## src/core/pwu_pkg.sv

```systemverilog
// package: constants and types of the periodic wake-up interval timer
package pwu_pkg;

  // register byte addresses
  localparam logic [7:0] ADDR_PRESCALE = 8'h38;
  localparam logic [7:0] ADDR_CTRL_STAT = 8'h39;
  localparam logic [7:0] ADDR_EVT_STAT = 8'h3C;
  localparam logic [7:0] ADDR_EVT_MASK = 8'h3D;
  localparam logic [7:0] ADDR_CNT_STAT = 8'h3E;

  // field positions of wakeup_control_status
  localparam int FLAG_BIT = 7;
  localparam int ACK_BIT = 6;
  localparam int IVL_MSB = 5;

  // reset values, and the forced and off interval codes
  localparam logic [5:0] PRESCALE_POR = 6'h1F;
  localparam logic [5:0] INTERVAL_RST = 6'h3F;
  localparam logic [5:0] INTERVAL_FORCED = 6'h3F;
  localparam logic [5:0] INTERVAL_OFF = 6'h00;

  // prescale period = base + step * setting, in oscillator ticks
  localparam int PSC_W = 11;
  localparam logic [PSC_W-1:0] PSC_BASE = 11'h1F8;
  localparam int PSC_STEP_SHIFT = 4;

  // event status bits
  localparam int EVT_W = 3;
  localparam int EVT_WAKE = 0;
  localparam int EVT_RCLK = 1;
  localparam int EVT_REJECT = 2;

  // register port request
  typedef struct packed {
    logic [7:0] addr;
    logic [7:0] wdata;
    logic wr;
    logic rd;
  } reg_req_t;

  // thermal restart inputs
  typedef struct packed {
    logic restart_en;
    logic out_of_range;
  } thermal_t;

endpackage

```

## src/core/pin_sync.sv

```systemverilog
// two flip-flop synchroniser for inputs from outside the clock domain
`timescale 1ns/100ps
module pin_sync (
  input wire logic i_clk,
  input wire logic i_rst,
  input wire logic i_async,
  output logic o_sync
);

  logic stage1_reg;
  logic stage2_reg;

  // first stage feeds only the second stage
  always_ff @(posedge i_clk or posedge i_rst) begin
    if (i_rst) begin
      stage1_reg <= 1'b0;
      stage2_reg <= 1'b0;
    end else begin
      stage1_reg <= i_async;
      stage2_reg <= stage1_reg;
    end
  end

  assign o_sync = stage2_reg;

endmodule // pin_sync

```

## src/core/wrap_counter.sv

```systemverilog
// up-counter that returns to zero on reaching a limit, with load and restart
`timescale 1ns/100ps
module wrap_counter #(
  parameter int W = 6
) (
  input wire logic i_clk,
  input wire logic i_rst,
  input wire logic i_en,
  input wire logic i_clr,
  input wire logic i_load,
  input wire logic [W-1:0] i_load_val,
  input wire logic [W-1:0] i_limit,
  output logic [W-1:0] o_count,
  output logic o_wrap
);

  logic [W-1:0] count_reg;
  logic [W-1:0] count_next;
  logic [W-1:0] count_inc;
  logic at_limit;

  // advance, wrap to zero at limit
  assign count_inc = count_reg + {{(W-1){1'b0}}, 1'b1};
  assign at_limit = (count_inc == i_limit);
  assign o_wrap = i_en && !i_clr && !i_load && at_limit;
  assign count_next = i_load ? i_load_val :
                      i_clr ? '0 :
                      !i_en ? count_reg :
                      at_limit ? '0 : count_inc;

  always_ff @(posedge i_clk or posedge i_rst) begin
    if (i_rst) begin
      count_reg <= '0;
    end else begin
      count_reg <= count_next;
    end
  end

  assign o_count = count_reg;

endmodule // wrap_counter

```

## src/core/periodic_wakeup_interval_timer.sv

```systemverilog
// periodic wake-up interval timer: prescaler, interval counter, flag, registers
`timescale 1ns/100ps
module periodic_wakeup_interval_timer (
  input wire logic i_clk,
  input wire logic i_rst,
  input wire logic i_other_rst,
  input wire logic i_osc_tick,
  input wire pwu_pkg::reg_req_t i_req,
  input wire logic i_prst_interval_zero,
  input wire logic i_prst_due,
  input wire pwu_pkg::thermal_t i_thermal,
  output logic [7:0] o_rdata,
  output logic o_wakeup_irq,
  output logic o_rclk_pulse,
  output logic o_prst_clear_allowed,
  output logic o_irq
);

  // registers
  logic [5:0] prescale_setting_reg;
  logic [5:0] prescale_setting_next;
  logic [5:0] wakeup_interval_reg;
  logic [5:0] wakeup_interval_next;
  logic wakeup_flag_reg;
  logic wakeup_flag_next;
  logic [pwu_pkg::EVT_W-1:0] evt_stat_reg;
  logic [pwu_pkg::EVT_W-1:0] evt_stat_next;
  logic [pwu_pkg::EVT_W-1:0] evt_mask_reg;
  logic [pwu_pkg::EVT_W-1:0] evt_mask_next;
  logic [7:0] rdata_reg;
  logic [7:0] rdata_next;
  logic tick_prev_reg;
  logic rclk_reg;
  logic allowed_reg;
  logic irq_reg;

  // synchronised oscillator input and its single-cycle enable
  logic tick_sync;
  logic tick_en;

  // register decode
  logic wr_psc;
  logic wr_cs;
  logic wr_evt;
  logic wr_mask;
  logic [5:0] wr_interval;
  logic interval_zero_req;
  logic interval_reject;
  logic interval_change;
  logic ack_write;

  // read views of each register
  logic [7:0] view_psc;
  logic [7:0] view_cs;
  logic [7:0] view_evt;
  logic [7:0] view_mask;
  logic [7:0] view_cnt;

  // counters
  logic [pwu_pkg::PSC_W-1:0] psc_period;
  logic [pwu_pkg::PSC_W-1:0] psc_count;
  logic [pwu_pkg::PSC_W-1:0] setting_wide;
  logic [pwu_pkg::PSC_W-1:0] psc_step;
  logic wclk_en;
  logic [5:0] ivl_count;
  logic ivl_wrap;
  logic restart;
  logic interval_off;
  logic force_load;
  logic wake_due;
  logic thermal_hold;
  logic wake_issue;
  logic [pwu_pkg::EVT_W-1:0] evt_set;

  // oscillator tick crosses into the clock domain
  pin_sync u_tick_sync (
    .i_clk(i_clk),
    .i_rst(i_rst),
    .i_async(i_osc_tick),
    .o_sync(tick_sync)
  );

  // rising edge of the synchronised tick gives one enable cycle
  assign tick_en = tick_sync && !tick_prev_reg;

  // address decode
  assign wr_psc = i_req.wr && (i_req.addr == pwu_pkg::ADDR_PRESCALE);
  assign wr_cs = i_req.wr && (i_req.addr == pwu_pkg::ADDR_CTRL_STAT);
  assign wr_evt = i_req.wr && (i_req.addr == pwu_pkg::ADDR_EVT_STAT);
  assign wr_mask = i_req.wr && (i_req.addr == pwu_pkg::ADDR_EVT_MASK);

  // interval write: reject a clear while the reset interval is already clear
  assign wr_interval = i_req.wdata[pwu_pkg::IVL_MSB:0];
  assign interval_zero_req = (wr_interval == pwu_pkg::INTERVAL_OFF);
  assign interval_reject = wr_cs && interval_zero_req && i_prst_interval_zero;
  assign interval_change = wr_cs && !interval_reject
                           && (wr_interval != wakeup_interval_reg);
  assign ack_write = wr_cs && i_req.wdata[pwu_pkg::ACK_BIT];

  // next register values
  assign prescale_setting_next = wr_psc ? i_req.wdata[5:0] : prescale_setting_reg;
  assign wakeup_interval_next = i_other_rst ? pwu_pkg::INTERVAL_RST :
                                interval_change ? wr_interval : wakeup_interval_reg;

  // prescale period in ticks: base plus sixteen per step; the setting is
  // widened first so the shifted step cannot lose its top bits
  assign setting_wide = {{(pwu_pkg::PSC_W - 6){1'b0}}, prescale_setting_reg};
  assign psc_step = setting_wide << pwu_pkg::PSC_STEP_SHIFT;
  assign psc_period = pwu_pkg::PSC_BASE + psc_step;

  // restart both counters on a changed interval or a non power-on reset
  assign restart = interval_change || i_other_rst;

  // prescaler counts ticks up to its period
  wrap_counter #(
    .W(pwu_pkg::PSC_W)
  ) u_prescaler (
    .i_clk(i_clk),
    .i_rst(i_rst),
    .i_en(tick_en),
    .i_clr(restart),
    .i_load(1'b0),
    .i_load_val('0),
    .i_limit(psc_period),
    .o_count(psc_count),
    .o_wrap(wclk_en)
  );

  // a zero interval parks the interval counter at its top value
  assign interval_off = (wakeup_interval_reg == pwu_pkg::INTERVAL_OFF);
  assign force_load = interval_off && !restart;

  // interval counter counts prescaled periods, fires, returns to zero
  wrap_counter #(
    .W(6)
  ) u_interval (
    .i_clk(i_clk),
    .i_rst(i_rst),
    .i_en(wclk_en),
    .i_clr(restart),
    .i_load(force_load),
    .i_load_val(pwu_pkg::INTERVAL_FORCED),
    .i_limit(wakeup_interval_reg),
    .o_count(ivl_count),
    .o_wrap(ivl_wrap)
  );

  // interrupt issue: due, not overtaken by a periodic reset, not held by thermal
  assign wake_due = ivl_wrap && !interval_off;
  assign thermal_hold = i_thermal.restart_en && i_thermal.out_of_range;
  assign wake_issue = wake_due && !i_prst_due && !thermal_hold;

  // flag: set wins over acknowledge, any reset clears it
  assign wakeup_flag_next = i_other_rst ? 1'b0 :
                            wake_issue ? 1'b1 :
                            ack_write ? 1'b0 : wakeup_flag_reg;

  // sticky event status, write one to clear, set wins
  assign evt_set = {interval_reject, wake_due, wake_issue};
  assign evt_stat_next = evt_set
                         | (evt_stat_reg & ~(wr_evt ? i_req.wdata[pwu_pkg::EVT_W-1:0] : '0));
  assign evt_mask_next = wr_mask ? i_req.wdata[pwu_pkg::EVT_W-1:0] : evt_mask_reg;

  // read views: unused upper bits and the acknowledge bit read zero
  assign view_psc = {2'b00, prescale_setting_reg};
  assign view_cs = {wakeup_flag_reg, 1'b0, wakeup_interval_reg};
  assign view_evt = {5'h00, evt_stat_reg};
  assign view_mask = {5'h00, evt_mask_reg};
  assign view_cnt = {2'b00, ivl_count};

  // read mux, nothing but zero outside a read cycle
  always_comb begin
    rdata_next = 8'h00;
    if (i_req.rd) begin
      case (i_req.addr)
        pwu_pkg::ADDR_PRESCALE: rdata_next = view_psc;
        pwu_pkg::ADDR_CTRL_STAT: rdata_next = view_cs;
        pwu_pkg::ADDR_EVT_STAT: rdata_next = view_evt;
        pwu_pkg::ADDR_EVT_MASK: rdata_next = view_mask;
        pwu_pkg::ADDR_CNT_STAT: rdata_next = view_cnt;
        default: rdata_next = 8'h00;
      endcase
    end
  end

  // divider setting: only power-on reset loads it
  always_ff @(posedge i_clk or posedge i_rst) begin
    if (i_rst) begin
      prescale_setting_reg <= pwu_pkg::PRESCALE_POR;
    end else begin
      prescale_setting_reg <= prescale_setting_next;
    end
  end

  // wake-up interval: every kind of reset presets it
  always_ff @(posedge i_clk or posedge i_rst) begin
    if (i_rst) begin
      wakeup_interval_reg <= pwu_pkg::INTERVAL_RST;
    end else begin
      wakeup_interval_reg <= wakeup_interval_next;
    end
  end

  // wake-up flag: sticky until acknowledge or reset
  always_ff @(posedge i_clk or posedge i_rst) begin
    if (i_rst) begin
      wakeup_flag_reg <= 1'b0;
    end else begin
      wakeup_flag_reg <= wakeup_flag_next;
    end
  end

  // event status, write one to clear
  always_ff @(posedge i_clk or posedge i_rst) begin
    if (i_rst) begin
      evt_stat_reg <= '0;
    end else begin
      evt_stat_reg <= evt_stat_next;
    end
  end

  // event mask, only gates the summary interrupt
  always_ff @(posedge i_clk or posedge i_rst) begin
    if (i_rst) begin
      evt_mask_reg <= '0;
    end else begin
      evt_mask_reg <= evt_mask_next;
    end
  end

  // read data register, stands one cycle after the read strobe
  always_ff @(posedge i_clk or posedge i_rst) begin
    if (i_rst) begin
      rdata_reg <= 8'h00;
    end else begin
      rdata_reg <= rdata_next;
    end
  end

  // previous synchronised tick, idle low like the pin so reset gives no false edge
  always_ff @(posedge i_clk or posedge i_rst) begin
    if (i_rst) begin
      tick_prev_reg <= 1'b0;
    end else begin
      tick_prev_reg <= tick_sync;
    end
  end

  // periodic-reset clock, one pulse per completed period even when suppressed
  always_ff @(posedge i_clk or posedge i_rst) begin
    if (i_rst) begin
      rclk_reg <= 1'b0;
    end else begin
      rclk_reg <= wake_due;
    end
  end

  // clear permission for the periodic-reset interval follows the interval
  always_ff @(posedge i_clk or posedge i_rst) begin
    if (i_rst) begin
      allowed_reg <= 1'b1;
    end else begin
      allowed_reg <= (wakeup_interval_next != pwu_pkg::INTERVAL_OFF);
    end
  end

  // summary interrupt from next state, so it does not lag a further cycle
  always_ff @(posedge i_clk or posedge i_rst) begin
    if (i_rst) begin
      irq_reg <= 1'b0;
    end else begin
      irq_reg <= |(evt_stat_next & evt_mask_next);
    end
  end

  assign o_rdata = rdata_reg;
  assign o_wakeup_irq = wakeup_flag_reg;
  assign o_rclk_pulse = rclk_reg;
  assign o_prst_clear_allowed = allowed_reg;
  assign o_irq = irq_reg;

endmodule // periodic_wakeup_interval_timer

```

## config.mk

```make
export PLATFORM = sky130hd
export DESIGN_NAME = periodic_wakeup_interval_timer
export DESIGN_NICKNAME = d
export VERILOG_FILES = /design/src/core/pwu_pkg.sv /design/src/core/pin_sync.sv /design/src/core/wrap_counter.sv /design/src/core/periodic_wakeup_interval_timer.sv
export SDC_FILE = /design/constraint.sdc
export NUM_CORES = 1
export LEC_CHECK = 0
export ABC_AREA = 1
export BUFFER_PORTS_ARGS = -buffer_cell sky130_fd_sc_hd__buf_2
export CORE_MARGIN = 2
export CORE_UTILIZATION = 40
export CTS_BUF_LIST = sky130_fd_sc_hd__clkbuf_4 sky130_fd_sc_hd__clkbuf_8
export DETAILED_ROUTE_END_ITERATION = 10
export PLACE_DENSITY = 0.63
export SYNTH_ARGS = -nofsm -noshare
export SYNTH_HDL_FRONTEND = slang
export SYNTH_SLANG_ARGS = --single-unit
```

## constraint.sdc

```tcl
create_clock -name i_clk -period 2.4 [get_ports i_clk]
set_input_delay 0.24 -clock i_clk [delete_from_list [all_inputs] [get_ports i_clk]]
set_output_delay 0.24 -clock i_clk [all_outputs]
set_load 0.01 [all_outputs]
```

## Word-level counts from Yosys, hierarchy flattened

Cells that the tools add are included.

- Register bits after elaboration: 50
- Bits in latches: 0
- Bits in writable memories: 0
- Memory bits (read-only): 0
- Bits of input ports: 26
- Output and inout port bits: 12
- Memories: 0

- $add $sub $neg: 3
- Multiply operators: 0
- Divide/modulo/power cells: 0
- Order comparisons: 0
- Equality and inequality tests: 8
- Shift operators: 0
- Multiplexer cells: 16
- Bitwise operators: 4
- Reduce and logical (&&, ||, !) cells: 35

Operator list:

| kind | number |
|---|---|
| 8-bit by 6-bit equality test with 1-bit output, second input constant | 5 |
| 8-bit one-hot mux with 5 select lines | 1 |
| 6-bit 2-to-1 mux | 6 |
| 11-bit 2-to-1 mux | 3 |
| 1-bit logical AND | 20 |
| 6-bit zero test | 2 |
| 11-bit by 1-bit adder with 11-bit output, second input constant | 1 |
| 9-bit by 10-bit adder with 11-bit output, first input constant | 1 |
| 11-bit equality test | 1 |
| 8-bit 2-to-1 mux | 1 |
| 1-bit zero test | 7 |
| 6-bit by 1-bit adder with 6-bit output, second input constant | 1 |
| 3-bit AND | 2 |
| 6-bit equality test | 1 |
| 3-bit 2-to-1 mux | 2 |
| 6-bit != test | 1 |
| 3-bit nonzero test | 2 |
| 6-bit nonzero test | 1 |
| 1-bit 2-to-1 mux | 3 |
| 3-bit inverter | 1 |
| 3-bit OR | 1 |
| 3-bit OR reduction | 1 |
| 2-bit nonzero test | 1 |
| 1-bit logical OR | 1 |

## Depth between registers and ports, before layout

Gate-level depths: netlist of run 1.

- Word-level depth: 20
- Depth in mapped cells: 16
- Depth with buffers taken out: 15

## Modules after synthesis

Synthesis of run 1 repeated with hierarchy kept, for this count alone.

- Cell total of the unflattened synthesis: 503
- Area total of the unflattened synthesis: 3428.3 sq um

By module, submodules not included:

| module | times used | cells each | area an instance (sq um) |
|---|---|---|---|
| periodic_wakeup_interval_timer | 1 | 224 | 1707.9 |
| wrap_counter at u_prescaler | 1 | 181 | 1088.5 |
| wrap_counter at u_interval | 1 | 95 | 578.1 |
| pin_sync | 1 | 3 | 53.8 |

## Worst setup path after synthesis of run 1

OpenSTA, ideal clock, no wires.

- Path type: flip-flop to flip-flop
- Start: reg prescale_setting_reg[0]
- End: reg u_interval.count_reg[5], in the netlist u_interval.o_count[5]
- Library setup time: 0.074 ns
- Data arrival time: 1.913 ns
- Required time: 2.326 ns
- Path slack: 0.413 ns
- Stages on the path, launching flop included: 14
- Path buffers: 1
- Cells stage by stage: dfstp_2 inv_1 ha_1 nand3b_1 nand2_1 nand3b_1 nand2_2 nand3_4 nor2_8 nand2_4 nand3_4 buf_12 nand2_1 o21ai_2

- Word-level cells in the longest chain between the ends: 4

Ends and longest elaborated chain:

| what | line | source |
|---|---|---|
| from (decl) | periodic_wakeup_interval_timer.sv:20 | `logic [5:0] prescale_setting_reg;` |
| from (signal assigned) | periodic_wakeup_interval_timer.sv:189 | `prescale_setting_reg <= pwu_pkg::PRESCALE_POR;` |
| from (signal assigned) | periodic_wakeup_interval_timer.sv:191 | `prescale_setting_reg <= prescale_setting_next;` |
| 9-bit by 10-bit adder with 11-bit output | periodic_wakeup_interval_timer.sv:109 | `assign psc_period = pwu_pkg::PSC_BASE + psc_step;` |
| 11-bit equality test | wrap_counter.sv:24 | `assign at_limit = (count_inc == i_limit);` |
| 1-bit logical AND | wrap_counter.sv:25 | `assign o_wrap = i_en && !i_clr && !i_load && at_limit;` |
| 3-bit nonzero test (no source line) | n/a |  |
| to (signal assigned) | wrap_counter.sv:35 | `count_reg <= count_next;` |
| to (decl) | wrap_counter.sv:17 | `logic [W-1:0] count_reg;` |

No other way between the ends.
A chain may end at the register's enable or synchronous reset.

## Worst setup path after layout of run 1

- Start: reg prescale_setting_reg[0]
- End: reg irq_reg, in the netlist o_irq

- Word-level cells in the longest chain between the ends: 12

Ends and longest elaborated chain:

| what | line | source |
|---|---|---|
| 9-bit by 10-bit adder with 11-bit output | periodic_wakeup_interval_timer.sv:109 |  |
| 11-bit equality test | wrap_counter.sv:24 |  |
| 1-bit logical AND (4 in a row) | wrap_counter.sv:25 |  |
| 1-bit logical AND | periodic_wakeup_interval_timer.sv:149 | `assign wake_due = ivl_wrap && !interval_off;` |
| 1-bit logical AND (2 in a row) | periodic_wakeup_interval_timer.sv:151 | `assign wake_issue = wake_due && !i_prst_due && !thermal_hold;` |
| 3-bit OR | periodic_wakeup_interval_timer.sv:161 | `\| (evt_stat_reg & ~(wr_evt ? i_req.wdata[pwu_pkg::EVT_W-1:0] : '0));` |
| via evt_stat_next, one bit | periodic_wakeup_interval_timer.sv:27 | `logic [pwu_pkg::EVT_W-1:0] evt_stat_next;` |
| 3-bit AND | periodic_wakeup_interval_timer.sv:272 | `irq_reg <= \|(evt_stat_next & evt_mask_next);` |
| 3-bit OR reduction | periodic_wakeup_interval_timer.sv:272 |  |
| to (signal assigned) | periodic_wakeup_interval_timer.sv:272 |  |
| to (decl) | periodic_wakeup_interval_timer.sv:35 | `logic irq_reg;` |

The timed path passes the listed nets, and every way through them passes these cells.

==> flow_metrics.env, run 1 <==
export IMPL_period_share=0.912
export IMPL_die_area_um2=8650
export IMPL_holdWs_ns=0.0367
export IMPL_setup_viol=0
export IMPL_peakVddDrop_uv=224
export IMPL_drive_gt1_frac=0.244
export IMPL_area_growth_pct=14.4
export IMPL_setup_ws_ns=0.211
export IMPL_critPathLaunchType="flip-flop"
export IMPL_clkLatencyLatePin_ns=0.31
export IMPL_vias_per_cell=5.18
export IMPL_grt_use_met2=0.316
export IMPL_drv_slew=0
export IMPL_numPortBuffers=35
export IMPL_end_kind="flip-flop"
export IMPL_cts_htree_levels=2
export IMPL_place_inst=566
export IMPL_core_um2=7690
export IMPL_fin_tns_setup_ns=0
export IMPL_place_area_um2=3520
export IMPL_maxCapViolations=0
export IMPL_die_h_um=93.0
export IMPL_min_from="i_osc_tick"
export IMPL_finalCriticalPeriod_ns=2.19
export IMPL_overflow=0
export IMPL_clkTransAtPathRegs_ns=0.10
export IMPL_syn_num_nets=452
export IMPL_rsz0062_at_grt="no"
export IMPL_leakage_nw=1.72
export IMPL_ys_top_cells_by_area="dfrtp_1 (29%), nand2_1 (12%), dfstp_2 (9.9%)"
export IMPL_antenna_left=0
export IMPL_busiest_layer="met2"
export IMPL_power_density_nw_per_um2=453
export IMPL_largest_reg_flops=11
export IMPL_wl_per_cell_um=13.5
export IMPL_dr_pass1_iters=4
export IMPL_grt_pass1_vias=2804
export IMPL_final_util=0.472
export IMPL_die_x_um=93.0
export IMPL_async_reset_ff_frac=1.00
export IMPL_reg2reg_from="prescale_setting_reg[0]"
export IMPL_drc=0
export IMPL_crit_fanout=9
export IMPL_yosys_warnings=0
export IMPL_skew_ns=0.0104
export IMPL_use_met1=0.252
export IMPL_ys_seq_area_frac=0.392
export IMPL_fin_cells=574
export IMPL_postLayoutCellArea_um2=3620
export IMPL_hold_violations=0
export IMPL_cts_buffers=5
export IMPL_synthDistinctLibCells=41
export IMPL_pre_cts_slack_ns=0.220
export IMPL_n_antenna_cell=0
export IMPL_track_usage=0.189
export IMPL_nNetsFinal=500
export IMPL_synthMostInstantiatedCell="nand2_1"
export IMPL_hold_class="in2reg"
export IMPL_gr_usage_met3=0.0226
export IMPL_synthTopCellsByCount="nand2_1 (101), inv_1 (50), nand3_1 (48)"
export IMPL_synth_edff_count=0
export IMPL_criticalPathCategory="reg2reg"
export IMPL_synth_top_area_frac=0.292
export IMPL_clockBufferDepth=2
export IMPL_post_cts_setup_buffer_count=0
export IMPL_cts_sinks=49
export IMPL_relSlewSlack=0.410
export IMPL_yosys_area_top_type="dfrtp_1"
export IMPL_clock_root_buffer="clkbuf_8"
export IMPL_start_util=0.412
export IMPL_vias=2973
export IMPL_ios=38
export IMPL_cts_tree="yes"
export IMPL_r2r_cells=12
export IMPL_regToRegSetupSlack_ns=0.21
export IMPL_grt_max_degree=42
export IMPL_worstPathArrival_ns=2.45
export IMPL_synth_ff_type="dfrtp_1"
export IMPL_synth_cells=423
export IMPL_critPathLaunch="prescale_setting_reg[0]"
export IMPL_critPathRequiredTime_ns=2.66
export IMPL_antenna_found_initial=0
export IMPL_worstHoldEndpoint="u_tick_sync.stage1_reg"
export IMPL_syn_avg_cell_area_um2=7.49
export IMPL_syn_area_um2=3170
export IMPL_fmax_mhz=457
export IMPL_nFillCells=776
export IMPL_gp_routability_congestion=0.880
export IMPL_finalPower_mw=1.64
export IMPL_grt_pass1_wl_um=13100
export IMPL_status="finished clean"
export IMPL_ys_ff_latch=49
export IMPL_dp_hpwl_um=6000
export IMPL_wirelength_um=7750
export IMPL_r2r_end="o_irq"
export IMPL_hold_depth=1
export IMPL_drt_initial_drc_count=197
export IMPL_floorplan_rows=32
export IMPL_worstMarginPinSlew_ns=0.883
-- worst max path at each step --
| stage | endpoint | cells after the start |
|---|---|---|
| after floorplan | u_interval.o_count[5] | 13 |
| after global placement | o_rclk_pulse | 9 |
| after detailed placement | o_irq | 11 |
| after CTS | o_irq | 11 |
| after global routing | o_irq | 11 |
| final | o_irq | 12 |
-- logic make-up (layout without fill, tap and decap cells) --
family / count (synthesis) / in the layout / share of synthesized area
AO/OA/AOI/OAI: 73 / 73 / 0.132
XOR/XNOR: 5 / 5 / 0.0162
adder cells (fa/ha/maj): 3 / 3 / 0.0118
buffers and inverters: 61 / 110 / 0.0793
flip-flops: 49 / 49 / 0.392
other: 1 / 1 / 0.00118
AND/OR/NAND/NOR: 231 / 231 / 0.368
-- power breakdown --
group	switching (mW)	internal, mW
registers	0.0237	0.849
logic	0.161	0.0884
clock network	0.308	0.211
total	0.492	1.15
-- layout make-up --
class | instances | area [um^2] | area share
well taps | 102 | 128 | 0.0352
multi-input cells | 313 | 1690 | 0.465
flip-flops and latches | 49 | 1240 | 0.342
clock inverters | 3 | 25.0 | 0.00690
repair buffers | 48 | 273 | 0.0753
inverters | 54 | 203 | 0.0559
clock buffers | 5 | 68.8 | 0.0190
-- per-layer routing --
metal / up-vias / part of all wire / wire length [um]
met5: - / 0 / 0
met3: 13 / 0.049 / 379
met4: 0 / 0.023 / 178
met2: 98 / 0.47 / 3630
li1: 1499 / - / -
met1: 1363 / 0.46 / 3560
-- timing repair --
item	4_1_cts	5_1_grt
hold buffers	0	0
setup endpoints to repair	0	4
gates resized for setup	0	3
-- critical path: stages (launching register included) --
cell and delay [ns]:
dfstp_2 0.59, inv_1 0.07, ha_1 0.23, nand3b_1 0.13, nand2_1 0.09, nand3b_1 0.17, nand2_2 0.09, nand3_4 0.10
nor2_8 0.21, nand4_1 0.20, nand2_1 0.14, nand2_1 0.06, nand2_1 0.07
-- cells in the final DEF (no fill, tap or decap), types with 2 or more instances in the layout --
cell      synthesis  layout
nand3_1          48      48
nand2_1         101     101
nand4_1           6       6
ha_1              3       2
clkbuf_8          0       5
a21oi_1          17      17
nor2_2            5       6
nand2_4           3       3
dfrtp_1          37      37
inv_2             3       4
nor2_1           29      28
o21ai_0          33      33
o31ai_1           3       3
nand3_2           2       2
o22ai_1          10      10
nor4_1            3       3
nor2_4            5       5
buf_4             1      13
nand3b_1          4       4
buf_2             1      35
dfstp_2          12      12
nand3_4           4       4
inv_1            50      49
xor2_1            3       3
a221oi_1          2       2
o21ai_2           4       4
nor3_1            5       4
nand2_2          14      14
(Power assumes the default switching activity.)
==> run 2, diff against run 1 <==
--- a/config.mk
+++ b/config.mk
@@ -11,7 +11,6 @@
 export CORE_UTILIZATION = 40
 export CTS_BUF_LIST = sky130_fd_sc_hd__clkbuf_4 sky130_fd_sc_hd__clkbuf_8
 export DETAILED_ROUTE_END_ITERATION = 10
-export PLACE_DENSITY = 0.63
 export SYNTH_ARGS = -nofsm -noshare
 export SYNTH_HDL_FRONTEND = slang
 export SYNTH_SLANG_ARGS = --single-unit
==> flow_metrics.env, run 2 (synthesized netlist as in run 1, its figures left out) <==
export IMPL_core_um2=7690
export IMPL_antenna_found_initial=0
export IMPL_finalPower_mw=1.64
export IMPL_grt_pass1_vias=2741
export IMPL_overflow=0
export IMPL_die_h_um=93.0
export IMPL_grt_max_degree=20
export IMPL_cts_sinks=49
export IMPL_cts_htree_levels=2
export IMPL_fmax_mhz=463
export IMPL_period_share=0.899
export IMPL_setup_viol=0
export IMPL_r2r_cells=12
export IMPL_rsz0062_at_grt="no"
export IMPL_drive_gt1_frac=0.240
export IMPL_wirelength_um=7730
export IMPL_nNetsFinal=499
export IMPL_worstPathArrival_ns=2.42
export IMPL_grt_pass1_wl_um=13100
export IMPL_setup_ws_ns=0.242
export IMPL_hold_violations=0
export IMPL_cts_buffers=5
export IMPL_critPathLaunchType="flip-flop"
export IMPL_die_x_um=93.0
export IMPL_gp_routability_congestion=0.897
export IMPL_fin_tns_setup_ns=0
export IMPL_floorplan_rows=32
export IMPL_area_growth_pct=14.4
export IMPL_n_antenna_cell=0
export IMPL_hold_class="in2reg"
export IMPL_pre_cts_slack_ns=0.199
export IMPL_drv_slew=0
export IMPL_wl_per_cell_um=13.5
export IMPL_worstMarginPinSlew_ns=0.637
export IMPL_cts_tree="yes"
export IMPL_drc=0
export IMPL_relSlewSlack=0.572
export IMPL_hold_depth=1
export IMPL_clock_root_buffer="clkbuf_8"
export IMPL_ios=38
export IMPL_dp_hpwl_um=6240
export IMPL_start_util=0.412
export IMPL_skew_ns=0.0117
export IMPL_min_from="i_osc_tick"
export IMPL_largest_reg_flops=11
export IMPL_clkTransAtPathRegs_ns=0.10
export IMPL_peakVddDrop_uv=230
export IMPL_crit_fanout=9
export IMPL_end_kind="flip-flop"
export IMPL_antenna_left=0
export IMPL_reg2reg_from="prescale_setting_reg[0]"
export IMPL_dr_pass1_iters=5
export IMPL_numPortBuffers=35
export IMPL_final_common_cell="nand2_1"
export IMPL_vias_per_cell=5.05
export IMPL_maxCapViolations=0
export IMPL_criticalPathCategory="reg2reg"
export IMPL_drt_initial_drc_count=145
export IMPL_clkLatencyLatePin_ns=0.31
export IMPL_vias=2893
export IMPL_finalCriticalPeriod_ns=2.16
export IMPL_r2r_end="o_irq"
export IMPL_critPathRequiredTime_ns=2.66
export IMPL_worstHoldEndpoint="u_tick_sync.stage1_reg"
export IMPL_die_area_um2=8650
export IMPL_track_usage=0.191
export IMPL_status="finished clean"
export IMPL_regToRegSetupSlack_ns=0.24
export IMPL_power_density_nw_per_um2=453
export IMPL_leakage_nw=1.71
export IMPL_clockBufferDepth=2
export IMPL_layout_common_cells="nand2_1 (101), inv_1 (49), nand3_1 (48)"
export IMPL_post_cts_setup_buffer_count=0
-- run 2: cell count changes in the layout (fill, tap and decap cells not counted), sizes merged --
cell         previous run  this run
inv                    54        55
buf                    48        46
dlygate4sd3             0         1
clkinv                  2         1
-- run 2: metrics by stage --
stage                     std cells  utilization  hold WS (ns)  cell area [um^2]
after detailed placement        564        0.456         0.220              3510
after CTS                       573        0.470        0.0249              3610
after floorplan                 423            -         0.271              3170
final                           573        0.472        0.0362              3620
after global placement          564        0.456         0.220              3510
after global routing            573        0.472        0.0218              3620
-- run 2: area by class of cell --
type / count / area, um^2
clock buffers: 5 / 68.8
clock inverters: 3 / 25.0
fillers: 796 / 4060
inverters: 54 / 203
multi-input cells: 313 / 1690
flip-flops and latches: 49 / 1240
well taps: 102 / 128
repair buffers: 47 / 268
-- run 2: per-layer routing --
layer,part of all wire,wire length [um],vias up,global-route usage
met5,0,0,-,0
met3,0.053,410,2,0.0338
li1,-,-,1491,-
met2,0.48,3680,67,0.314
met1,0.47,3600,1333,0.260
met4,0.0061,47,0,0.0539
-- run 2: worst max-delay path by stage --
stage / startpoint / to / slack, ns / depth (start not counted)
6_report: prescale_setting_reg[0] / o_irq / 0.24 / 12
5_1_grt: prescale_setting_reg[0] / o_irq / 0.02 / 12
4_1_cts: u_prescaler.o_count[0] / u_interval.o_count[2] / 0.17 / 15
3_5_place_dp: u_prescaler.o_count[0] / o_irq / 0.20 / 15
3_3_place_gp: u_interval.o_count[0] / u_interval.o_count[4] / 0.23 / 12
2_1_floorplan: prescale_setting_reg[0] / u_interval.o_count[5] / 0.41 / 13
-- run 2: report_power, final --
group	internal (mW)	total, mW	switching (mW)
Combinational	0.0889	0.248	0.159
Clock	0.213	0.522	0.308
Sequential	0.849	0.873	0.0237
-- run 2: critical path: stages (launching register included) --
cell and delay, ns:
dfstp_2 0.59, inv_1 0.07, ha_1 0.23, nand3b_1 0.13
nand2_1 0.08, nand3b_1 0.17, nand2_2 0.09, nand3_4 0.09
nor2_8 0.21, nand4_1 0.20, nand2_1 0.12, nand2_1 0.06
nand2_1 0.07
-- run 2: repair_timing --
| action | CTS | global route |
|---|---|---|
| setup endpoints to repair | 0 | 2 |
| gates resized for setup | 0 | 4 |
| hold endpoints to repair | 13 | 0 |
| hold buffers | 1 | 0 |
